`config.mk`:
```
export PLATFORM = sky130hd
export DESIGN_NAME = otg_line_ctrl
export DESIGN_NICKNAME = d
export VERILOG_FILES = /design/src/rtl/otg_line_pkg.sv /design/src/rtl/otg_line_ctrl.sv
export SDC_FILE = /design/constraint.sdc
export NUM_CORES = 1
export LEC_CHECK = 0
export BUFFER_PORTS_ARGS = -buffer_cell sky130_fd_sc_hd__buf_2
export CAP_MARGIN = 20
export CORE_AREA = 3 3 128 130
export CTS_CLUSTER_DIAMETER = 120
export DETAILED_ROUTE_END_ITERATION = 8
export DIE_AREA = 0 0 131 133
export GPL_TIMING_DRIVEN = 0
export PLACE_DENSITY = 0.61
export SYNTH_ARGS = -nofsm -noshare
export SYNTH_HDL_FRONTEND = slang
export SYNTH_SLANG_ARGS = --single-unit
```
`constraint.sdc`:
```
create_clock -name clk -period 1.9 [get_ports clk]
set_input_delay 0.38 -clock clk [delete_from_list [all_inputs] [get_ports clk]]
set_output_delay 0.38 -clock clk [all_outputs]
set_load 0.02 [all_outputs]
```
`src/rtl/otg_line_pkg.sv`:
```
package otg_line_pkg;

    // ----------------------------------------
    // Register map, byte addresses on the bus.
    // ----------------------------------------
    localparam int          ADDR_W      = 4;
    localparam logic [3:0]  CTRL_ADDR   = 4'h0;
    localparam logic [3:0]  STATUS_ADDR = 4'h4;
    localparam logic [31:0] CTRL_RESET  = 32'h0000_0000;
    localparam int          CTRL_W      = 10;

    // Control register field positions.
    localparam int C_PULLUP    = 0;
    localparam int C_PD_PLUS   = 1;
    localparam int C_PD_MINUS  = 2;
    localparam int C_AUTO_EN   = 3;
    localparam int C_WEAK_PU   = 4;
    localparam int C_BYP_DIS   = 5;
    localparam int C_AUDIO_EN  = 6;
    localparam int C_DDA_EN    = 7;
    localparam int C_SUSPEND   = 8;
    localparam int C_DATA_AND_SINGLE_ENDED_ZERO_ENCODING   = 9;

    // Status register field positions; bits 0 and 1 are sticky, write one to clear.
    localparam int S_CARKIT    = 0;
    localparam int S_STEREO    = 1;
    localparam int S_AUTO_ON   = 2;
    localparam int S_NRZ       = 3;
    localparam int S_TX_BUSY   = 4;

    // ----------------------------------------
    // Timing.
    // ----------------------------------------
    localparam int CLK_NS          = 8;
    localparam int AUDIO_TICK_NS   = 320;
    localparam int AUDIO_TICK_CYC  = AUDIO_TICK_NS / CLK_NS;
    localparam int STEREO_QUAL_MS  = 30;
    localparam int NRZ_IDLE_MS     = 20;
    localparam int STEREO_QUAL_TICKS = (STEREO_QUAL_MS * 1000000 + AUDIO_TICK_NS - 1)
                                       / AUDIO_TICK_NS;
    localparam int NRZ_IDLE_TICKS  = (NRZ_IDLE_MS * 1000000 + AUDIO_TICK_NS - 1)
                                     / AUDIO_TICK_NS;
    localparam int POS_PULSE_TICKS = 1;
    localparam int NEG_PULSE_TICKS = 1;

    // ----------------------------------------
    // Pin inputs, all from outside the clock domain.
    // ----------------------------------------
    typedef struct packed {
        logic por;
        logic rx_active;
        logic supply_low;
        logic carkit_below;
        logic line_minus;
        logic line_plus;
        logic reset_pin_n;
        logic output_enable_n;
        logic zero_or_minus_pin;
        logic data_or_plus_pin;
    } pin_in_s;

    localparam int PIN_W = 10;
    // Lines in J with the driver off, so no edge or SE0 is seen as reset ends.
    localparam logic [PIN_W-1:0] PIN_IDLE = 10'h01c;

    // Transmit pulse generator states.
    typedef enum logic [4:0] {
        P_IDLE = 5'b00001,
        P_ARM  = 5'b00010,
        P_HIGH = 5'b00100,
        P_LOW  = 5'b01000,
        P_REL  = 5'b10000
    } pulse_state_e;

endpackage : otg_line_pkg

```
`src/rtl/otg_line_ctrl.sv`:
```
// The implementer's own choices: the Avalon-MM register port and the register addresses.
`timescale 1ns/1ns
// Behaviour
// - Main plus-line pull-up switch closes while the pull-up enable bit is set or the autoconnect pull-up is on.
// - Idle pull-up switch closes when the main pull-up is on and bus idle, opens while transmitting or receiving.
// - Weak plus-line pull-up follows its enable bit.
// - Plus-line pull-down follows its enable bit.
// - Minus-line pull-down follows its enable bit.
// - Low supply with bypass-disable clear bypasses the regulator; set keeps regulating.
// - Carkit line comparator is only heeded while audio mode is on.
// - Comparator reporting the carkit pin low sets the carkit line interrupt flag.
// - Free-running audio timer with 200 to 500 ns period is the time base.
// - Transmit pulse generator starts only while data-during-audio is on.
// - Each minus-pin edge: speaker off, buffer on, high, low, buffer off, speaker on.
// - Carkit pin continuously low for the qualify time raises a stereo interrupt.
// - Each negative pulse on the plus line inverts the NRZ output.
// - NRZ output low for the idle timeout is forced back to one.
// - Pull-up must follow the far end's release within 3 ms, in hardware.
// - With autoconnect enabled and not driving, SE0 turns the plus pull-up on.
// - Clearing autoconnect enable removes the automatically asserted pull-up.
// - Driver is high impedance when output enable is off or any reset is active.
// - Direct encoding drives plus from data pin and minus from minus pin.
// - Data/SE0 encoding: SE0 drives both low, else differential from data.
// - In suspend the driver is differential from the data pin in either encoding.
module otg_line_ctrl #(
    parameter int STEREO_TICKS = otg_line_pkg::STEREO_QUAL_TICKS,
    parameter int NRZ_TICKS    = otg_line_pkg::NRZ_IDLE_TICKS
) (
    // Clock and reset.
    input  wire logic                      clk,
    input  wire logic                      reset,
    // Register bus, Avalon-MM slave.
    input  wire logic [otg_line_pkg::ADDR_W-1:0] address,
    input  wire logic                      read,
    input  wire logic                      write,
    input  wire logic [31:0]               writedata,
    output logic [31:0]                    readdata,
    output logic                           waitrequest,
    // Pins and analog comparators.
    input  wire otg_line_pkg::pin_in_s     pins,
    // Resistor switches and regulator.
    output logic                           main_pullup_switch,
    output logic                           idle_pullup_switch,
    output logic                           weak_pullup_switch,
    output logic                           plus_pulldown_switch,
    output logic                           minus_pulldown_switch,
    output logic                           regulator_bypass,
    // Differential driver.
    output logic                           plus_out,
    output logic                           plus_oe,
    output logic                           minus_out,
    output logic                           minus_oe,
    // Data-during-audio path.
    output logic                           speaker_buffer_enable,
    output logic                           txd_buffer_enable,
    output logic                           txd_level,
    output logic                           nrz_out,
    output logic                           stereo_interrupt
);

    // ----------------------------------------
    // Pin synchronisers.
    // ----------------------------------------
    logic [otg_line_pkg::PIN_W-1:0] s1_q, s2_q, s3_q, filt_q;
    otg_line_pkg::pin_in_s          pin;

    // A change is accepted only when the second and third stages agree.
    genvar gi;
    generate
        for (gi = 0; gi < otg_line_pkg::PIN_W; gi++) begin : g_sync
            always_ff @(posedge clk) begin
                if (reset) begin
                    s1_q[gi]   <= otg_line_pkg::PIN_IDLE[gi];
                    s2_q[gi]   <= otg_line_pkg::PIN_IDLE[gi];
                    s3_q[gi]   <= otg_line_pkg::PIN_IDLE[gi];
                    filt_q[gi] <= otg_line_pkg::PIN_IDLE[gi];
                end else begin
                    s1_q[gi] <= pins[gi];
                    s2_q[gi] <= s1_q[gi];
                    s3_q[gi] <= s2_q[gi];
                    if (s2_q[gi] == s3_q[gi]) begin
                        filt_q[gi] <= s3_q[gi];
                    end
                end
            end
        end
    endgenerate
    assign pin = filt_q;

    // ----------------------------------------
    // Register bus.
    // ----------------------------------------
    logic [otg_line_pkg::CTRL_W-1:0] ctrl_q;
    logic                            carkit_flag_q, stereo_flag_q, auto_q;
    logic                            wait_q;
    logic [31:0]                     rdata_q;
    logic                            wr_ok, rd_sel_ctrl, rd_sel_stat;
    logic                            carkit_set, stereo_set;
    otg_line_pkg::pulse_state_e      pstate_q;
    logic                            nrz_q;

    // Every access is answered one cycle after it is seen; waitrequest falls for one cycle.
    assign wr_ok       = write && !wait_q;
    assign rd_sel_ctrl = (address == otg_line_pkg::CTRL_ADDR);
    assign rd_sel_stat = (address == otg_line_pkg::STATUS_ADDR);

    always_ff @(posedge clk) begin
        if (reset) begin
            wait_q <= 1'b1;
        end else begin
            wait_q <= !((read || write) && wait_q);
        end
    end

    // Read data is captured while waitrequest is still high; unmapped reads give zero.
    always_ff @(posedge clk) begin
        if (reset) begin
            rdata_q <= 32'h0000_0000;
        end else if (read && wait_q) begin
            rdata_q <= 32'h0000_0000;
            if (rd_sel_ctrl) begin
                rdata_q[otg_line_pkg::CTRL_W-1:0] <= ctrl_q;
            end else if (rd_sel_stat) begin
                rdata_q[otg_line_pkg::S_CARKIT]  <= carkit_flag_q;
                rdata_q[otg_line_pkg::S_STEREO]  <= stereo_flag_q;
                rdata_q[otg_line_pkg::S_AUTO_ON] <= auto_q;
                rdata_q[otg_line_pkg::S_NRZ]     <= nrz_q;
                rdata_q[otg_line_pkg::S_TX_BUSY] <= (pstate_q != otg_line_pkg::P_IDLE);
            end
        end
    end
    assign readdata    = rdata_q;
    assign waitrequest = wait_q;

    // Control bits; writes to unmapped addresses are dropped.
    always_ff @(posedge clk) begin
        if (reset) begin
            ctrl_q <= otg_line_pkg::CTRL_RESET[otg_line_pkg::CTRL_W-1:0];
        end else if (wr_ok && rd_sel_ctrl) begin
            ctrl_q <= writedata[otg_line_pkg::CTRL_W-1:0];
        end
    end

    // Sticky flags: an event in the clearing cycle wins over the clear.
    always_ff @(posedge clk) begin
        if (reset) begin
            carkit_flag_q <= 1'b0;
            stereo_flag_q <= 1'b0;
        end else begin
            if (carkit_set) begin
                carkit_flag_q <= 1'b1;
            end else if (wr_ok && rd_sel_stat && writedata[otg_line_pkg::S_CARKIT]) begin
                carkit_flag_q <= 1'b0;
            end
            if (stereo_set) begin
                stereo_flag_q <= 1'b1;
            end else if (wr_ok && rd_sel_stat && writedata[otg_line_pkg::S_STEREO]) begin
                stereo_flag_q <= 1'b0;
            end
        end
    end

    // ----------------------------------------
    // Audio timer and carkit detectors.
    // ----------------------------------------
    logic [7:0]  tmr_q;
    logic        tick_q;
    logic [23:0] stereo_cnt_q;
    logic        audio_on, dda_on;

    assign audio_on = ctrl_q[otg_line_pkg::C_AUDIO_EN];
    assign dda_on   = ctrl_q[otg_line_pkg::C_DDA_EN];

    // Free-running; the one-cycle tick paces the pulse widths and both long timeouts.
    always_ff @(posedge clk) begin
        if (reset) begin
            tmr_q  <= 8'h00;
            tick_q <= 1'b0;
        end else if (tmr_q == 8'(otg_line_pkg::AUDIO_TICK_CYC - 1)) begin
            tmr_q  <= 8'h00;
            tick_q <= 1'b1;
        end else begin
            tmr_q  <= tmr_q + 8'h01;
            tick_q <= 1'b0;
        end
    end

    // The comparator is ignored outside audio mode.
    assign carkit_set = audio_on && pin.carkit_below;

    // Any return above threshold restarts the qualification.
    always_ff @(posedge clk) begin
        if (reset) begin
            stereo_cnt_q <= 24'h000000;
        end else if (!carkit_set) begin
            stereo_cnt_q <= 24'h000000;
        end else if (tick_q && stereo_cnt_q != 24'(STEREO_TICKS)) begin
            stereo_cnt_q <= stereo_cnt_q + 24'h000001;
        end
    end
    assign stereo_set = carkit_set && (stereo_cnt_q == 24'(STEREO_TICKS));

    // ----------------------------------------
    // Transmit pulse generator.
    // ----------------------------------------
    logic       minus_d1_q, minus_edge;
    logic [7:0] pw_q;

    always_ff @(posedge clk) begin
        if (reset) begin
            minus_d1_q <= 1'b0;
        end else begin
            minus_d1_q <= pin.zero_or_minus_pin;
        end
    end
    assign minus_edge = dda_on && (minus_d1_q != pin.zero_or_minus_pin);

    // Edges arriving mid-sequence are not queued; at UART rates they cannot occur.
    always_ff @(posedge clk) begin
        if (reset) begin
            pstate_q <= otg_line_pkg::P_IDLE;
            pw_q     <= 8'h00;
        end else begin
            unique case (pstate_q)
                otg_line_pkg::P_IDLE: begin
                    if (minus_edge) begin
                        pstate_q <= otg_line_pkg::P_ARM;
                    end
                end
                otg_line_pkg::P_ARM: begin
                    if (tick_q) begin
                        pstate_q <= otg_line_pkg::P_HIGH;
                        pw_q     <= 8'(otg_line_pkg::POS_PULSE_TICKS);
                    end
                end
                otg_line_pkg::P_HIGH: begin
                    if (tick_q) begin
                        if (pw_q == 8'h01) begin
                            pstate_q <= otg_line_pkg::P_LOW;
                            pw_q     <= 8'(otg_line_pkg::NEG_PULSE_TICKS);
                        end else begin
                            pw_q <= pw_q - 8'h01;
                        end
                    end
                end
                otg_line_pkg::P_LOW: begin
                    if (tick_q) begin
                        if (pw_q == 8'h01) begin
                            pstate_q <= otg_line_pkg::P_REL;
                        end else begin
                            pw_q <= pw_q - 8'h01;
                        end
                    end
                end
                otg_line_pkg::P_REL: begin
                    if (tick_q) begin
                        pstate_q <= otg_line_pkg::P_IDLE;
                    end
                end
            endcase
        end
    end

    // Buffer controls are registered off the state so they change one cycle after it.
    always_ff @(posedge clk) begin
        if (reset) begin
            speaker_buffer_enable <= 1'b1;
            txd_buffer_enable     <= 1'b0;
            txd_level             <= 1'b0;
        end else begin
            speaker_buffer_enable <= (pstate_q == otg_line_pkg::P_IDLE);
            txd_buffer_enable     <= (pstate_q == otg_line_pkg::P_HIGH) ||
                                     (pstate_q == otg_line_pkg::P_LOW);
            txd_level             <= (pstate_q == otg_line_pkg::P_HIGH);
        end
    end

    // ----------------------------------------
    // Receive pulse to NRZ converter.
    // ----------------------------------------
    logic        plus_d1_q;
    logic [23:0] nrz_cnt_q;

    always_ff @(posedge clk) begin
        if (reset) begin
            plus_d1_q <= 1'b1;
        end else begin
            plus_d1_q <= pin.line_plus;
        end
    end

    // Falling plus line marks a received pulse; a long low is forced back to one.
    always_ff @(posedge clk) begin
        if (reset) begin
            nrz_q     <= 1'b1;
            nrz_cnt_q <= 24'h000000;
        end else if (dda_on && plus_d1_q && !pin.line_plus) begin
            nrz_q     <= !nrz_q;
            nrz_cnt_q <= 24'h000000;
        end else if (nrz_q) begin
            nrz_cnt_q <= 24'h000000;
        end else if (nrz_cnt_q == 24'(NRZ_TICKS)) begin
            nrz_q     <= 1'b1;
            nrz_cnt_q <= 24'h000000;
        end else if (tick_q) begin
            nrz_cnt_q <= nrz_cnt_q + 24'h000001;
        end
    end
    assign nrz_out          = nrz_q;
    assign stereo_interrupt = stereo_flag_q;

    // ----------------------------------------
    // Autoconnect, switches and regulator.
    // ----------------------------------------
    logic auto_en, line_se0, drive_en;

    assign auto_en  = ctrl_q[otg_line_pkg::C_AUTO_EN];
    assign line_se0 = !pin.line_plus && !pin.line_minus;
    assign drive_en = !pin.output_enable_n && pin.reset_pin_n && !pin.por;

    // Reacts within a few cycles of SE0, far inside the 3 ms budget, with no bus access.
    always_ff @(posedge clk) begin
        if (reset) begin
            auto_q <= 1'b0;
        end else if (!auto_en) begin
            auto_q <= 1'b0;
        end else if (pin.output_enable_n && line_se0) begin
            auto_q <= 1'b1;
        end
    end

    always_ff @(posedge clk) begin
        if (reset) begin
            main_pullup_switch    <= 1'b0;
            idle_pullup_switch    <= 1'b0;
            weak_pullup_switch    <= 1'b0;
            plus_pulldown_switch  <= 1'b0;
            minus_pulldown_switch <= 1'b0;
            regulator_bypass      <= 1'b0;
        end else begin
            main_pullup_switch    <= ctrl_q[otg_line_pkg::C_PULLUP] || auto_q;
            idle_pullup_switch    <= (ctrl_q[otg_line_pkg::C_PULLUP] || auto_q) &&
                                     !drive_en && !pin.rx_active;
            weak_pullup_switch    <= ctrl_q[otg_line_pkg::C_WEAK_PU];
            plus_pulldown_switch  <= ctrl_q[otg_line_pkg::C_PD_PLUS];
            minus_pulldown_switch <= ctrl_q[otg_line_pkg::C_PD_MINUS];
            regulator_bypass      <= pin.supply_low &&
                                     !ctrl_q[otg_line_pkg::C_BYP_DIS];
        end
    end

    // ----------------------------------------
    // Differential driver.
    // ----------------------------------------
    always_ff @(posedge clk) begin
        if (reset) begin
            plus_out  <= 1'b0;
            minus_out <= 1'b0;
            plus_oe   <= 1'b0;
            minus_oe  <= 1'b0;
        end else begin
            plus_oe  <= drive_en;
            minus_oe <= drive_en;
            if (ctrl_q[otg_line_pkg::C_SUSPEND]) begin
                plus_out  <= pin.data_or_plus_pin;
                minus_out <= !pin.data_or_plus_pin;
            end else if (ctrl_q[otg_line_pkg::C_DATA_AND_SINGLE_ENDED_ZERO_ENCODING]) begin
                plus_out  <= pin.data_or_plus_pin && !pin.zero_or_minus_pin;
                minus_out <= !pin.data_or_plus_pin && !pin.zero_or_minus_pin;
            end else begin
                plus_out  <= pin.data_or_plus_pin;
                minus_out <= pin.zero_or_minus_pin;
            end
        end
    end

    // Longest gap between two audio ticks, in clock cycles.
    localparam int TICK_SPAN = otg_line_pkg::AUDIO_TICK_CYC;
endmodule : otg_line_ctrl

```
==> summary.md <==
| Metric | Value |
|---|---|
| Max Cap Viol | 0 |
| Largest net degree at the start of global routing | 17 |
| Total Wirelength | 13200 um |
| Clock insertion delay at the later pin of the skew report | 420 ps |
| Share of the synthesized area in the top cell type | 49.3% |
| Antenna-violating nets left | 0 |
| Clock Skews | 14.8 ps |
| Iter 0 DRT Violations | 224 |
| Top cells by area, synth | dfxtp_1 (49%), nor2_1 (5.9%), xor2_1 (5.5%) |
| # diodes | 0 |
| Post-synth top cells | dfxtp_1 (149), nor2_1 (95), nand2_1 (41) |
| Non-filler cells, final | 978 |
| Avg Cell Area, Syn | 9.21 um2 |
| CP Data Arrival Time | 2200 ps |
| Total CTS buffers | 17 |
| Power per cell area | 945 nW/um2 |
| Crit end category | flop |
| Total vias in the final route | 4746 |
| Drt first pass iters | 4 |
| Initial antenna violation count | 0 |
| CP max FO | 4 |
| DP Cell Count | 941 |
| Worst-path clk slew | 60 ps |
| Die area | 17400 um2 |
| Cell Area, Synth | 6050 um2 |
| Final setup TNS | 0 ps |
| Met2 WL | 6250 um |
| Static leakage | 2.89 nW |
| WL per Instance | 13.5 um |
| Post-synthesis sequential area ratio | 49.3% |
| Setup violations, final | 0 |
| Die height | 133 um |
| Worst min-delay path class | input pin to flop |
| Number of synthesized flops with an enable pin | 0 |
| Startpoint Class | flop |
| Final HPWL DP | 9340 um |
| Met3 Wirelength | 756 um |
| Slowest cell delay on critical path | 550 ps |
| WP data required | 2200 ps |
| DRT met1 WL | 5960 um |
| Max-slew violations | 0 |
| Multi-input logic area | 2890 um2 |
| Clock Tree Buf Depth | 2 |
| Fmax | 528 MHz |
| Row cnt | 45 |
| Max-slew headroom | 58.5% |
| Fin crit share | 99.6% |
| H-Tree Level Count | 4 |
| RSZ-0062 raised after global routing | yes |
| Async SR Flop Fraction | 0% |
| Share of post-route cells with drive strength above 1 | 20.7% |
| Vias in the first global route | 4801 |
| P&R area growth vs syn | 22.4% |
| CTS tree | built |
| Congestion Overflow GR | 0 |
| Nets | 812 |
| Final Hold Fails | 0 |
| Gpl congestion | 0.796 |
| Io pins | 98 |
| Primary FF master, synth | dfxtp_1 |
| Gate Count Post-Synth | 657 |
| Netlist cell types | 55 |
| Maximum resistive drop on vdd | 0.589 mV |
| Fillcell total | 1412 |
| Seq cells post-synth | 149 |
| Worst-margin pin slew | 623 ps |
| Core region area | 15300 um2 |
| Ys Warns | 0 |
| Sequential Area | 2990 um2 |
| Remaining DRCs | 0 |
| CTS Sinks | 149 |
| Leading area contributor after synthesis | dfxtp_1 |
| Critical path cell sequence | or4_4 > nor4b_4 > o22ai_2 > nor2_2 > mux2_4 |
| GRT Overall Usage | 16.1% |
| First-pass GRT wire length | 22500 um |
| Status | finished, final reports clean |
| Via density per instance | 4.85 |
| CP Class | flop to flop |
| Critical-path top delay cell | or4_4 |
| CTS root buf | clkbuf_16 |
| Starting density of the core | 39.7% |
| Most frequent cell after synthesis | dfxtp_1 |
| Minimum clock period | 1890 ps |
| Chip width | 131 um |
| Port Buffers | 52 |
| Top sig layer | met4 |
## registers in the layout, indices dropped and copies added (netlist names), 10 cells and up
signal	count
ctrl_q	10
filt_q	10
nrz_cnt_q	24
readdata	10
s1_q	10
s2_q	10
s3_q	10
stereo_cnt_q	24
## power breakdown
group          total (mW)  internal [mW]  switching (mW)
combinational       0.370          0.157           0.213
sequential           3.20           3.17          0.0302
clock                3.43           2.11            1.32
## layout by cell type, fill, tap and decap left out, types with 4 or more instances in the layout
master / count
nor2_1: 92
inv_6: 6
nand4_1: 17
o2111ai_1: 5
buf_4: 29
xnor2_1: 20
and3_1: 9
clkbuf_16: 17
or3_1: 6
and4_1: 4
o21ai_0: 15
dfxtp_1: 146
buf_2: 54
xor2_1: 38
or2_2: 12
ha_1: 7
mux2i_1: 16
nand3_1: 26
clkbuf_1: 14
inv_1: 16
nor4_1: 8
and2_1: 9
conb_1: 22
nand2_1: 41
a21oi_1: 25
nor3b_1: 6
o211ai_1: 6
nor3_1: 14
nor2b_1: 26
## layout make-up
cell class	count	share of cell area (%)
tap	211	3.56
buffer	45	3.98
clock buffer	18	5.93
multi-input combinational	468	39.0
clock inverter	13	2.26
timing repair buffer	58	4.12
sequential	149	40.3
inverter	16	0.810
## stage by stage
step / total power, mW / utilization, % / setup WS, ps / hold WS (ps) / area, um2
floorplan: 3.51 / - / 20.2 / 389 / 6130
global placement: 3.60 / 43.6 / -295 / 395 / 6660
detailed placement: 3.61 / 43.6 / -410 / 400 / 6660
CTS: 7.07 / 48.1 / -9.25 / 124 / 7340
global route: 7.25 / 48.6 / -72.6 / 119 / 7410
finish: 7.01 / 48.6 / 6.84 / 136 / 7410
## repair_timing
action	in CTS	in global routing
setup endpoints to repair	31	53
gates resized for setup	12	18
hold buffers	0	0
setup buffers	3	3
pin swaps	6	6
## final timing paths
kind	startpoint	end	slack (ps)	depth (start not counted)
worst max-delay path	pw_q[3]	pstate_q[3]	7	5
worst min-delay path	pins[2]	s1_q[2]	140	2
worst min register to register	s1_q[2]	s2_q[2]	410	1
worst max register to register	pw_q[3]	pstate_q[3]	7	5
## metal layers
metal,GRT usage (%),vias to the layer above
met1,20.6,2217
met2,25.3,127
met5,0,-
li1,-,2386
met3,4.44,16
met4,6.74,0
## logic make-up (layout without fill, tap and decap cells)
| group | after synthesis | count (layout) | synth area share, % |
|---|---|---|---|
| flops | 149 | 149 | 49.3 |
| xor+xnor | 58 | 58 | 8.39 |
| fa+ha+maj | 7 | 7 | 1.45 |
| simple gates | 294 | 294 | 25.0 |
| mux | 17 | 17 | 2.83 |
| other cells | 1 | 22 | 0.0619 |
| buf+inv | 61 | 150 | 5.81 |
| compound gates | 70 | 70 | 7.15 |
## critical path: cells and delay by family (launching register included)
family | cells | cell delay (ps)
AND/OR/NAND/NOR | 3 | 1000
flip-flops | 1 | 320
multiplexers | 1 | 310
AO/OA/AOI/OAI | 1 | 150
Note: power is estimated with default switching activity, not from simulation.
